**config.mk**
```make
export PLATFORM = sky130hd
export DESIGN_NAME = acs_top
export DESIGN_NICKNAME = d
export VERILOG_FILES = /design/src/design/acs_tad_gen.v /design/src/design/acs_top.v
export VERILOG_INCLUDE_DIRS = /design/src /design/src/design
export SDC_FILE = /design/constraint.sdc
export NUM_CORES = 1
export LEC_CHECK = 0
export ABC_AREA = 1
export BUFFER_PORTS_ARGS = -buffer_cell sky130_fd_sc_hd__buf_2
export CORE_MARGIN = 3
export CORE_UTILIZATION = 40
export DETAILED_ROUTE_END_ITERATION = 10
export GPL_TIMING_DRIVEN = 1
export PLACE_DENSITY = 0.64
export SYNTH_ARGS = -nofsm -noshare
export SYNTH_HDL_FRONTEND = slang
export SYNTH_SLANG_ARGS = --single-unit
```
**constraint.sdc**
```tcl
create_clock -name MCLK_I -period 1.5 [get_ports MCLK_I]
set_clock_uncertainty 0.2 [all_clocks]
set_input_delay 0.15 -clock MCLK_I [delete_from_list [all_inputs] [get_ports MCLK_I]]
set_output_delay 0.15 -clock MCLK_I [all_outputs]
set_load 0.01 [all_outputs]
```
**src/design/acs_regs.vh**
```
// register map, field layout and timing constants of the converter control
`ifndef ACS_REGS_VH
`define ACS_REGS_VH
// register addresses
`define ACS_ADDR_W 4
`define ACS_ADR_SEL 4'h0
`define ACS_ADR_CTRL 4'h1
`define ACS_ADR_STAT 4'h2
// input select fields
`define ACS_SEL_MASK 16'h9F9F
`define ACS_SEL_RESET 16'h0000
`define ACS_POS_A_LO 0
`define ACS_POS_A_HI 4
`define ACS_NEG_A_BIT 7
`define ACS_POS_B_LO 8
`define ACS_POS_B_HI 12
`define ACS_NEG_B_BIT 15
`define ACS_POS_MAX2 5'h0F
// control fields
`define ACS_CTL_PWR 0
`define ACS_CTL_AUTO 1
`define ACS_CTL_TRIG 2
`define ACS_CTL_SAMP 3
`define ACS_CTL_ALT 4
// converter clock divider: one converter period is 20 core cycles
`define ACS_TAD_DIV 5'h13
`define ACS_TAD_HALF 5'h09
// timing in converter periods
`define ACS_PRE_TAD 3'h2
`define ACS_SAMP_TAD 3'h2
`define ACS_CONV_TAD 4'hC
`define ACS_TRIG_TAD 2'h2
// power-up settle: 20 us at 4 ns
`define ACS_POWER_UP_SETTLE_TIME_US 20
`define ACS_CLK_NS 4
`define ACS_POWER_UP_SETTLE_TIME_CYC ((`ACS_POWER_UP_SETTLE_TIME_US * 1000) / `ACS_CLK_NS)
`endif

```
**src/design/acs_tad_gen.v**
```verilog
// converter clock period tick generator
`include "acs_regs.vh"
module acs_tad_gen (
    input wire clk_i,
    input wire rst_b_i,
    input wire run_i,
    output reg tick_o,
    output reg half_o
);
    reg [4:0] cnt_q;
    always @(posedge clk_i) begin
        if (!rst_b_i || !run_i) begin
            cnt_q <= 5'h00;
            tick_o <= 1'b0;
            half_o <= 1'b0;
        end else begin
            tick_o <= (cnt_q == `ACS_TAD_DIV);
            half_o <= (cnt_q == `ACS_TAD_HALF);
            if (cnt_q == `ACS_TAD_DIV) begin
                cnt_q <= 5'h00;
            end else begin
                cnt_q <= cnt_q + 5'h01;
            end
        end
    end
endmodule

```
**src/design/acs_top.v**
```verilog
// converter input select and sample/convert sequencing
//
// Design decisions made here: strobed register access and the address map.
`include "acs_regs.vh"
module acs_top #(
    parameter SECOND_CONV = 0,
    parameter POWER_UP_SETTLE_TIME_CYC = `ACS_POWER_UP_SETTLE_TIME_CYC
) (
    input wire MCLK_I,
    input wire RST_B_I,
    input wire [3:0] ADDR_I,
    input wire [15:0] WDATA_I,
    input wire WR_I,
    input wire RD_I,
    input wire TRIG_I,
    output reg [15:0] RDATA_O,
    output reg [4:0] POS_SEL_O,
    output reg NEG_SEL_O,
    output reg SAMPLING_O,
    output reg CONVERTING_O,
    output reg DONE_O,
    output reg VALID_O
);
    // ------------------------------------------------------------
    // registers
    // ------------------------------------------------------------
    localparam ST_IDLE = 3'd0;
    localparam ST_PRE = 3'd1;
    localparam ST_SAMP = 3'd2;
    localparam ST_CONV = 3'd3;
    localparam ST_GAP = 3'd4;

    reg [15:0] sel_q;
    reg [4:0] ctl_q;
    reg [2:0] st_q;
    reg [3:0] cnt_q;
    reg side_b_q;
    reg [12:0] pu_q;
    reg pu_ok_q;
    reg trig_pend_q;
    reg [1:0] trg_cnt_q;
    reg gap_half_q;
    wire trig_ready = trig_pend_q && (trg_cnt_q == `ACS_TRIG_TAD);
    wire tick;
    wire half;
    wire wr_sel = WR_I && (ADDR_I == `ACS_ADR_SEL);
    wire wr_ctl = WR_I && (ADDR_I == `ACS_ADR_CTRL);
    wire pwr = ctl_q[`ACS_CTL_PWR];

    function [4:0] clip_pos;
        input [4:0] v;
        begin
            if (SECOND_CONV != 0 && v > `ACS_POS_MAX2) begin
                clip_pos = `ACS_POS_MAX2;
            end else begin
                clip_pos = v;
            end
        end
    endfunction

    acs_tad_gen u_tad (
        .clk_i(MCLK_I),
        .rst_b_i(RST_B_I),
        .run_i(pwr),
        .tick_o(tick),
        .half_o(half)
    );

    // ------------------------------------------------------------
    // register writes
    // ------------------------------------------------------------
    always @(posedge MCLK_I) begin
        if (!RST_B_I) begin
            sel_q <= `ACS_SEL_RESET;
            ctl_q <= 5'h00;
        end else begin
            if (wr_sel) begin
                sel_q <= WDATA_I & `ACS_SEL_MASK;
            end
            if (wr_ctl) begin
                ctl_q <= WDATA_I[4:0];
            end else if (st_q == ST_PRE && ctl_q[`ACS_CTL_SAMP]) begin
                ctl_q[`ACS_CTL_SAMP] <= 1'b0;
            end
        end
    end

    // ------------------------------------------------------------
    // read port
    // ------------------------------------------------------------
    always @(posedge MCLK_I) begin
        if (!RST_B_I) begin
            RDATA_O <= 16'h0000;
        end else if (RD_I) begin
            case (ADDR_I)
                `ACS_ADR_SEL: RDATA_O <= sel_q & `ACS_SEL_MASK;
                `ACS_ADR_CTRL: RDATA_O <= {11'h000, ctl_q};
                `ACS_ADR_STAT: RDATA_O <= {10'h000, pu_ok_q, side_b_q,
                    1'b0, st_q};
                default: RDATA_O <= 16'h0000;
            endcase
        end else begin
            RDATA_O <= 16'h0000;
        end
    end

    // ------------------------------------------------------------
    // power-up settle
    // ------------------------------------------------------------
    always @(posedge MCLK_I) begin
        if (!RST_B_I || !pwr) begin
            pu_q <= 13'h0000;
            pu_ok_q <= 1'b0;
        end else if (pu_q == POWER_UP_SETTLE_TIME_CYC[12:0] - 13'h0001) begin
            pu_ok_q <= 1'b1;
        end else begin
            pu_q <= pu_q + 13'h0001;
        end
    end

    // ------------------------------------------------------------
    // sequencer
    // ------------------------------------------------------------
    always @(posedge MCLK_I) begin
        if (!RST_B_I || !pwr) begin
            st_q <= ST_IDLE;
            cnt_q <= 4'h0;
            side_b_q <= 1'b0;
            trig_pend_q <= 1'b0;
            trg_cnt_q <= 2'h0;
            gap_half_q <= 1'b0;
            DONE_O <= 1'b0;
        end else begin
            DONE_O <= 1'b0;
            // count converter periods from the trigger itself
            if (TRIG_I && !ctl_q[`ACS_CTL_TRIG] && !trig_pend_q) begin
                trig_pend_q <= 1'b1;
                trg_cnt_q <= {1'b0, tick};
            end else if (trig_pend_q && tick && !trig_ready) begin
                trg_cnt_q <= trg_cnt_q + 2'h1;
            end
            case (st_q)
                ST_IDLE: begin
                    cnt_q <= 4'h0;
                    if (ctl_q[`ACS_CTL_SAMP] || ctl_q[`ACS_CTL_AUTO]) begin
                        st_q <= ST_PRE;
                        // a tick at this edge already counts
                        cnt_q <= {3'h0, tick};
                    end
                end
                ST_PRE: begin
                    if (tick) begin
                        if (cnt_q[2:0] == `ACS_PRE_TAD) begin
                            st_q <= ST_SAMP;
                            cnt_q <= 4'h0;
                            trig_pend_q <= 1'b0;
                            trg_cnt_q <= 2'h0;
                        end else begin
                            cnt_q <= cnt_q + 4'h1;
                        end
                    end
                end
                ST_SAMP: begin
                    if (tick && gap_half_q) begin
                        // a half-period start is no full period
                        gap_half_q <= 1'b0;
                    end else if (tick) begin
                        if (cnt_q < 4'hF) begin
                            cnt_q <= cnt_q + 4'h1;
                        end
                        // window already holds two periods
                        if (cnt_q[2:0] >= `ACS_SAMP_TAD - 3'h1 &&
                            (ctl_q[`ACS_CTL_TRIG] || trig_ready)) begin
                            st_q <= ST_CONV;
                            cnt_q <= 4'h0;
                            trig_pend_q <= 1'b0;
                            trg_cnt_q <= 2'h0;
                        end
                    end
                end
                ST_CONV: begin
                    if (tick) begin
                        if (cnt_q == `ACS_CONV_TAD - 4'h1) begin
                            st_q <= ST_GAP;
                            DONE_O <= 1'b1;
                            cnt_q <= 4'h0;
                            gap_half_q <= 1'b0;
                            if (ctl_q[`ACS_CTL_ALT]) begin
                                side_b_q <= ~side_b_q;
                            end
                        end else begin
                            cnt_q <= cnt_q + 4'h1;
                        end
                    end
                end
                ST_GAP: begin
                    if (!ctl_q[`ACS_CTL_AUTO]) begin
                        st_q <= ST_IDLE;
                    end else if (half) begin
                        st_q <= ST_SAMP;
                        cnt_q <= 4'h0;
                        gap_half_q <= 1'b1;
                    end
                end
                default: st_q <= ST_IDLE;
            endcase
        end
    end

    // ------------------------------------------------------------
    // outputs
    // ------------------------------------------------------------
    always @(posedge MCLK_I) begin
        if (!RST_B_I) begin
            POS_SEL_O <= 5'h00;
            NEG_SEL_O <= 1'b0;
            SAMPLING_O <= 1'b0;
            CONVERTING_O <= 1'b0;
            VALID_O <= 1'b0;
        end else begin
            if (side_b_q) begin
                POS_SEL_O <= clip_pos(
                    sel_q[`ACS_POS_B_HI:`ACS_POS_B_LO]);
                NEG_SEL_O <= sel_q[`ACS_NEG_B_BIT];
            end else begin
                POS_SEL_O <= clip_pos(
                    sel_q[`ACS_POS_A_HI:`ACS_POS_A_LO]);
                NEG_SEL_O <= sel_q[`ACS_NEG_A_BIT];
            end
            SAMPLING_O <= pwr && (st_q == ST_SAMP);
            CONVERTING_O <= pwr && (st_q == ST_CONV);
            VALID_O <= pwr && pu_ok_q;
        end
    end
endmodule

```
# Word-level counts from Yosys, hierarchy flattened
# Index checks and enable logic that the tools add are counted.
[word_totals] register_bits=76 in_bits=25 elab_cells=138
[classes] bitwise=3 n_mux=50 n_reduce_logical=33 n_addsub=4 order_cmp=2 n_eq_ne=25
[ops] op="$pmux W16 S3" n=1
[ops] op="$mux W4" n=10
[ops] op="$mux W3" n=10
[ops] op="$pmux W4 S5" n=1
[ops] op="$mux W1" n=16
[ops] op="$pmux W3 S5" n=1
[ops] op="$mux W2" n=7
[ops] op="$add A13 B1 Y13 const B" n=1
[ops] op="$eq A13 B13 Y1 const B" n=1
[ops] op="$logic_and A1 B1 Y1" n=13
[ops] op="$ne A2 B2 Y1 const B" n=6
[ops] op="$ne A2 B1 Y1 const B" n=5
[ops] op="$eq A3 B2 Y1 const B" n=3
[ops] op="$reduce_and A9 Y1" n=1
[ops] op="$reduce_and A8 Y1" n=1
[ops] op="$reduce_and A6 Y1" n=1
[ops] op="$add A5 B1 Y5 const B" n=1
[ops] op="$eq A5 B4 Y1 const B" n=1
[ops] op="$eq A5 B5 Y1 const B" n=1
[ops] op="$logic_not A1 Y1" n=5
[ops] op="$mux W5" n=1
[ops] op="$reduce_bool A5 Y1" n=1
[ops] op="$add A4 B1 Y4 const B" n=1
[ops] op="$eq A4 B1 Y1 const B" n=1
[ops] op="other kinds (23)" n=27

# Logic depth before layout (Yosys ltp)
# Gate-level depths: netlist of the first run.
[depth] word_depth=10 ltp_mapped=12 ltp_nobuf=12

# Cells and area by module
# A second synthesis of the first run with hierarchy kept.
[hier_totals] cells_unflattened=442 area_unflattened_um2=3358.2
[by_module_without_submodules] module="acs_top" area_each_um2=3055.4 cells_per_inst=404 n_inst=1
[by_module_without_submodules] module="acs_tad_gen" area_each_um2=302.8 cells_per_inst=38 n_inst=1

# Worst setup path before layout of the first run
# Ideal clock, no wire load.
[synth_path] path_type="flip-flop to flip-flop" start="register cnt_q[1]" end="register st_q[1]" setup_slack_ns=-0.085 path_stages_with_launch=13 setup_time_ns=0.129 arrival_ns=1.256 path_cell_list="dfxtp_1 > inv_1 > ha_1 > nor2_1 > nand2_1 > nand2_1 > nand2_4 > nand2_2 > nor2_4 > nand2_2 > nand2_1 > nand2_1 > nor2_1"
[synth_via] elab_chain_cells=4
[synth_lines] item="from (decl)" line="acs_top.v:36" text="reg [3:0] cnt_q;"
[synth_lines] item="from (signal assigned)" line="acs_top.v:148" text="cnt_q <= {3'h0, tick};"
[synth_lines] item="from (signal assigned)" line="acs_top.v:159" text="cnt_q <= cnt_q + 4'h1;"
[synth_lines] item="from (signal assigned)" line="acs_top.v:169" text="cnt_q <= cnt_q + 4'h1;"
[synth_lines] item="$ge A3 B1 Y1" line="acs_top.v:172" text="if (cnt_q[2:0] >= `ACS_SAMP_TAD - 3'h1 &&"
[synth_lines] item="$logic_and A1 B1 Y1" line="acs_top.v:172"
[synth_lines] item="$ne A2 B2 Y1 (no source line)"
[synth_lines] item="$reduce_and A9 Y1 (no source line) *"
[synth_lines] item="to (signal assigned)" line="acs_top.v:174" text="st_q <= ST_CONV;"
[synth_lines] item="to (signal assigned)" line="acs_top.v:184" text="st_q <= ST_GAP;"
[synth_lines] item="to (signal assigned)" line="acs_top.v:198" text="st_q <= ST_IDLE;"
[synth_lines] item="to (decl)" line="acs_top.v:35" text="reg [2:0] st_q;"
# Every way passes the cells marked *; elsewhere a longest branch is shown, timed or not.
# A chain may end at the register's enable or synchronous reset.

# Final worst setup path of the first run
[layout_path] start="register cnt_q[0]" end="register cnt_q[3]"
[layout_via] elab_chain_cells=6
[layout_lines] item="$add A4 B1 Y4 / $ge A3 B1 Y1 (equally long branches)"
[layout_lines] item="$mux W4 / $logic_and A1 B1 Y1 (equally long branches)" line="acs_top.v:168, acs_top.v:172"
[layout_lines] item="$mux W4" line="acs_top.v:172"
[layout_lines] item="$mux W4" line="acs_top.v:167" text="end else if (tick) begin"
[layout_lines] item="$mux W4" line="acs_top.v:164" text="if (tick && gap_half_q) begin"
[layout_lines] item="$pmux W4 S5" line="acs_top.v:142" text="case (st_q)"
# Several ways; a longest one is shown, not always the timed one. The select of a mux whose other input is x is not followed.

==> flow_metrics.tcl, run 1 <==
set metrics [dict create \
    status "finished, violations left" \
    violations "hold timing, setup timing" \
    antenna_cells 0 \
    nets 546 \
    async_flop_share_pct 0 \
    drcViolationCount 0 \
    cts_buffer_depth 2 \
    port_buffers 43 \
    drive_above_1_share_pct 34.7 \
    syn_area_um2 3190 \
    ys_seq_elements 73 \
    finalCriticalPeriod_ps 1550 \
    criticalPathCategory "reg -> reg" \
    syn_inst 416 \
    setup_ws_ps -49.6 \
    yosysWarnings 0 \
    post-route-period-util_pct 103 \
    area_growth_pct 36.0 \
    clockRootBuffer "clkbuf_8" \
    gr-total-overflow 0 \
    clk_pin_slew_worst_paths_ps 80 \
    syn_avg_cell_area_um2 7.67 \
    holdWs_ps -1.22 \
    cts_buffers 9 \
    cp_num_buf_inv 1 \
    slowest_delay_ps 390 \
    insertion_delay_ps 340 \
    critPathLaunchType "flop" \
    dieWidth_um 95.3 \
    synth-edff-count 0 \
    tns_ps -101 \
    dpl.hpwl_um 5250 \
    slowest_stage "dfxtp_4" \
    core_area_um2 7490 \
    die_h_um 95.3 \
    grt_pass1_wl_um 12300 \
    min_path_type "in -> reg" \
    final_cell_mix "dfxtp_1 (63), nand2_1 (51), inv_1 (50)" \
    routedWlPerCell_um 12.0 \
    p_total_mw 3.53 \
    routed_wl_um 7400 \
    ys_types 36 \
    cap_violations 0 \
    numClockSinks 73 \
    grtUsageTotal_pct 16.9 \
    crit_chain "ha_2 -> nand3_1 -> nand2_2 -> buf_4 -> nand3_4 -> nand2_2 -> nor2_2 -> nor2_1 -> nor2_1" \
    start_util_pct 42.6 \
    vias_per_cell 4.87 \
    grt_start_max_net_pins 25 \
    ys.flop_type "dfxtp_1" \
    cp_top_family "simple AND/OR/NAND/NOR gates" \
    peakVddDrop_mv 0.630 \
    utilization_pct 57.9 \
    cts_tree "yes" \
    crit_required_ps 1540 \
    ios 51 \
    postRouteAntennaNets 0 \
    grt_antenna_before_repair 0 \
    fmax_ghz 0.645 \
    gp_congestion 0.832 \
    crit_fanout 5 \
    hold_viol 1 \
    worst_setup_path_end_kind "flop" \
    slew_violations 0 \
    first_pass_iters 4 \
    cellPowerDensity_nw_per_um2 814 \
    layout_commonest_cell "dfxtp_1" \
    arrival_ps 1580 \
    nFillCells 669 \
    yosysSeqAreaShare_pct 45.8 \
    htreeDepth 3 \
    drt_iter0_drc 100 \
    finalSetupViolCount 3 \
    vias 3009 \
    grt_setup_unrepaired "true" \
    power.leakage_nw 1.75 \
    rows 31 \
    die_area_um2 9080 \
    grt_pass1_vias 2915 \
]
## power by group
part,internal [mW],total [mW],switching [mW]
logic,0.0848,0.178,0.0930
clock network,0.625,1.41,0.782
registers,1.94,1.95,0.00642
## worst paths after layout
check / endpoint / start / cells past startpoint / slack, ps
setup reg to reg: cnt_q[3]$_SDFFE_PP0P_ / cnt_q[0]$_SDFFE_PP0P_ / 9 / -50
hold / removal: ctl_q[3]$_SDFFE_PN0P_ / WR_I / 3 / -1
setup / recovery: cnt_q[3]$_SDFFE_PP0P_ / cnt_q[0]$_SDFFE_PP0P_ / 9 / -50
hold reg to reg: RDATA_O[7]$_SDFF_PN0_ / sel_q[7]$_SDFFE_PN0P_ / 2 / 250
## routing by layer
metal	share of wire [%]	GRT usage, %	up-vias
li1	-	-	1571
met1	47	21.1	1363
met2	47	28.7	61
met3	4.4	3.08	14
met4	1.5	6.85	0
met5	0	0	-
## final cells by class
class | instances | area (um2) | area share [%]
inverters | 61 | 234 | 5.39
clock inverters | 7 | 58.8 | 1.36
multi-input cells | 271 | 1620 | 37.4
well taps | 99 | 124 | 2.86
flip-flops and latches | 73 | 1490 | 34.3
clock buffers | 9 | 124 | 2.86
repair buffers | 98 | 689 | 15.9
## tightest hold or removal path, stage by stage
cell     delay, ps
buf_2          120
nand2_2        150
a21oi_1         80
## cells by family (layout without fill, tap and decap cells)
logic type,Yosys count,count (layout),synth area share (%)
AOI/OAI and AO/OA,97,97,16.2
xor gates and xnor gates,3,3,0.824
adders and majority gates,7,7,2.74
buffers and inverters,74,175,9.45
DFF,73,73,45.8
other,1,3,0.118
and+or+nand+nor,161,161,24.9
## cells in the mapped netlist (2+ instances only)
cell type  count  area, um2
nand3_1       20        100
o221ai_1       2       17.5
nor3_1        18       90.1
a21oi_1       50        250
xor2_1         2       17.5
o211ai_1       5       37.5
nand3_2        4       40.0
dfxtp_1       73       1460
nor2_4         2       22.5
inv_2          6       22.5
inv_1         55        206
nand2_4        3       33.8
o22ai_1        2       12.5
buf_1          2       7.51
clkbuf_1       3       11.3
ha_1           7       87.6
or2_2          2       12.5
nand2_2        8       50.1
nor2_1        27        101
nor2_2         4       25.0
buf_2          4       20.0
o21ai_0       34        170
nand2_1       60        225
nand4_1        9       56.3
buf_4          3       22.5
## repair_timing
item,CTS,global route
gates resized for setup,19,59
hold buffers,18,1
hold endpoints to repair,20,5
setup endpoints to repair,21,47
setup buffers,1,4
pin swaps,6,12
## registers in the layout (all words and copies together), names as in the netlist, 2 cells and up
signal and cells:
cnt_q 4, sel_q 12, POS_SEL_O 5, pu_q 13, RDATA_O 13, ctl_q 5, st_q 3, u_tad.cnt_q 5
trg_cnt_q 2
## per-stage QoR
stage                     setup slack (ps)  instance area [um2]  instances
after CTS                            -52.9                 4160        614
after detailed placement             -95.8                 3730        579
final                                -49.6                 4340        618
after global routing                  -151                 4340        618
after floorplan                       7.02                 3210        418
after global placement               -69.9                 3730        579
Note: power is estimated with default switching activity, not from simulation.
==> run 2: changes to the inputs <==
--- a/config.mk
+++ b/config.mk
@@ -12,7 +12,7 @@
 export CORE_UTILIZATION = 40
 export DETAILED_ROUTE_END_ITERATION = 10
 export GPL_TIMING_DRIVEN = 1
-export PLACE_DENSITY = 0.64
+export PLACE_DENSITY = 0.62
 export SYNTH_ARGS = -nofsm -noshare
 export SYNTH_HDL_FRONTEND = slang
 export SYNTH_SLANG_ARGS = --single-unit
==> constraint.sdc (replaced) <==
create_clock -name MCLK_I -period 1.6 [get_ports MCLK_I]
set_clock_uncertainty 0.2 [all_clocks]
set_input_delay 0.16 -clock MCLK_I [delete_from_list [all_inputs] [get_ports MCLK_I]]
set_output_delay 0.16 -clock MCLK_I [all_outputs]
set_load 0.01 [all_outputs]
==> run 2 against run 1 <==
The flow now finishes without violations. Combinational power fell by 13%. Sequential share of layout area is 1.6 points higher. Final area decreased by 5.2%. Worst hold slack improved by 44 ps. Wire length fell by 2.4%. Die area stayed put. Non-clock buffer count down 21. Utilization is 3.0 points lower. Critical path depth grew 2. Clock power increased by 11%. Sequential cell count stayed put. Final cell count decreased by 3.4%. Largest cell class unchanged. Largest power group unchanged.
==> flow_metrics.tcl, run 2 (synthesized netlist as in run 1, its figures left out) <==
set metrics [dict create \
    cp_top_family "simple AND/OR/NAND/NOR gates" \
    gp_congestion 0.900 \
    grt_pass1_wl_um 11800 \
    vias_per_cell 4.88 \
    routedWlPerCell_um 12.1 \
    insertion_delay_ps 350 \
    worstHoldPathCells 6 \
    utilization_pct 55.0 \
    arrival_ps 1600 \
    tightest_slew_ps 509 \
    antenna_cells 0 \
    dieWidth_um 95.3 \
    m1WireLength_um 3340 \
    holdWs_ps 43.2 \
    ios 51 \
    min_path_type "in -> reg" \
    layout_commonest_cell "dfxtp_1" \
    drive_above_1_share_pct 28.9 \
    first_pass_iters 4 \
    routed_wl_um 7220 \
    highest_layer "met4" \
    nets 525 \
    cp_num_buf_inv 2 \
    crit_fanout 5 \
    slowest_stage "dfxtp_2" \
    worst_r2r_path_depth 11 \
    core_area_um2 7490 \
    critPathLaunchType "flop" \
    clk_pin_slew_worst_paths_ps 70 \
    grt_setup_unrepaired "true" \
    clockRootBuffer "clkbuf_8" \
    grtUsageTotal_pct 16.5 \
    die_h_um 95.3 \
    finalSetupViolCount 0 \
    area_growth_pct 28.9 \
    cellPowerDensity_nw_per_um2 866 \
    seqCellArea_um2 1480 \
    worst_setup_path_end_kind "flop" \
    multi_input_area_um2 1540 \
    status "finished clean" \
    slowest_delay_ps 350 \
    rows 31 \
    cap_violations 0 \
    cts_tree "yes" \
    met3_length_um 377 \
    peakVddDrop_mv 0.470 \
    vias 2912 \
    relSlewSlack_pct 66.0 \
    slew_violations 0 \
    cts_buffer_depth 2 \
    start_util_pct 42.6 \
    routed-wl-met2_um 3380 \
    criticalPathCategory "reg -> reg" \
    dpl.hpwl_um 5070 \
    nFillCells 720 \
    crit_required_ps 1640 \
    cp_num_cells 11 \
    hold_viol 0 \
    grt_antenna_before_repair 0 \
    grt_start_max_net_pins 25 \
    drcViolationCount 0 \
    crit_chain "inv_2 -> ha_4 -> nor2_1 -> nand2_1 -> nand2_4 -> buf_6 -> nand3_4 -> nand2_4 -> nor2_2 -> nor2_1 -> nor2_1" \
    final_cell_mix "dfxtp_1 (64), inv_1 (52), nand2_1 (52)" \
    finalCriticalPeriod_ps 1560 \
    htreeDepth 3 \
    cts_buffers 9 \
    reg_top3 "RDATA_O x13, pu_q x13, sel_q x12" \
    fmax_ghz 0.639 \
    die_area_um2 9080 \
    port_buffers 43 \
    drt_iter0_drc 96 \
    postRouteAntennaNets 0 \
    gr-total-overflow 0 \
    cpMostUsedCell "nor2_1" \
    power.leakage_nw 1.66 \
    numClockSinks 73 \
    post-route-period-util_pct 97.7 \
    grt_pass1_vias 2722 \
]
[run 2: cell count changes in the layout (fill, tap and decap cells not counted), sizes merged]
cell,change
clkinv,+3
clkinvlp,-1
inv,-4
bufinv,+2
buf,-20
dlygate4sd3,-1
[run 2: worst register-to-register path: stages, from the launching register on]
cell     delay (ps)
dfxtp_2         350
inv_2            50
ha_4            150
nor2_1           80
nand2_1          90
nand2_4          90
buf_6           100
nand3_4          80
nand2_4         100
nor2_2           40
nor2_1           80
nor2_1           40
[run 2: worst paths after layout]
path	slack (ps)	from	endpoint
worst max-delay path	40	cnt_q[1]$_SDFFE_PP0P_	cnt_q[3]$_SDFFE_PP0P_
worst min-delay path	40	ADDR_I[2]	RDATA_O[3]$_SDFF_PN0_
worst max register to register	40	cnt_q[1]$_SDFFE_PP0P_	cnt_q[3]$_SDFFE_PP0P_
worst min register to register	250	sel_q[7]$_SDFFE_PN0P_	RDATA_O[7]$_SDFF_PN0_
[run 2: area by class of cell]
class / instances / share of cell area (%)
repair buffers: 77 / 12.7
clock buffers: 9 / 3.01
well taps: 99 / 3.01
multi-input cells: 271 / 37.5
clock inverters: 7 / 2.31
flip-flops and latches: 73 / 35.9
inverters: 61 / 5.57
[run 2: what timing repair did]
item | in CTS | in global routing
hold buffers | 17 | 0
buffers inserted | 0 | 3
pin swaps | 0 | 6
endpoints found under the setup margin | 6 | 35
hold endpoints to repair | 23 | 0
cloned | 0 | 0
gates resized for setup | 2 | 58
[run 2: power breakdown]
part           internal, mW  switching [mW]
clock network         0.877           0.698
registers              1.83         0.00551
logic                0.0725          0.0822
total                  2.78           0.786
[run 2: per-stage QoR]
stage,setup TNS [ps],std cells,power (mW),instance area (um2),worst slack [ps]
3_3_place_gp,-0.851,561,1.99,3570,-0.851
5_1_grt,-208,597,3.69,4110,-42.2
3_5_place_dp,-81.9,561,1.99,3570,-32.4
2_1_floorplan,0,418,1.94,3200,14.6
6_report,0,597,3.56,4110,36.3
4_1_cts,0,594,3.59,3960,3.62
[run 2: routing by layer]
metal	up-vias	GRT usage (%)
met5	-	0
met1	1310	20.7
met4	0	6.25
met2	71	26.7
li1	1521	-
met3	10	4.89
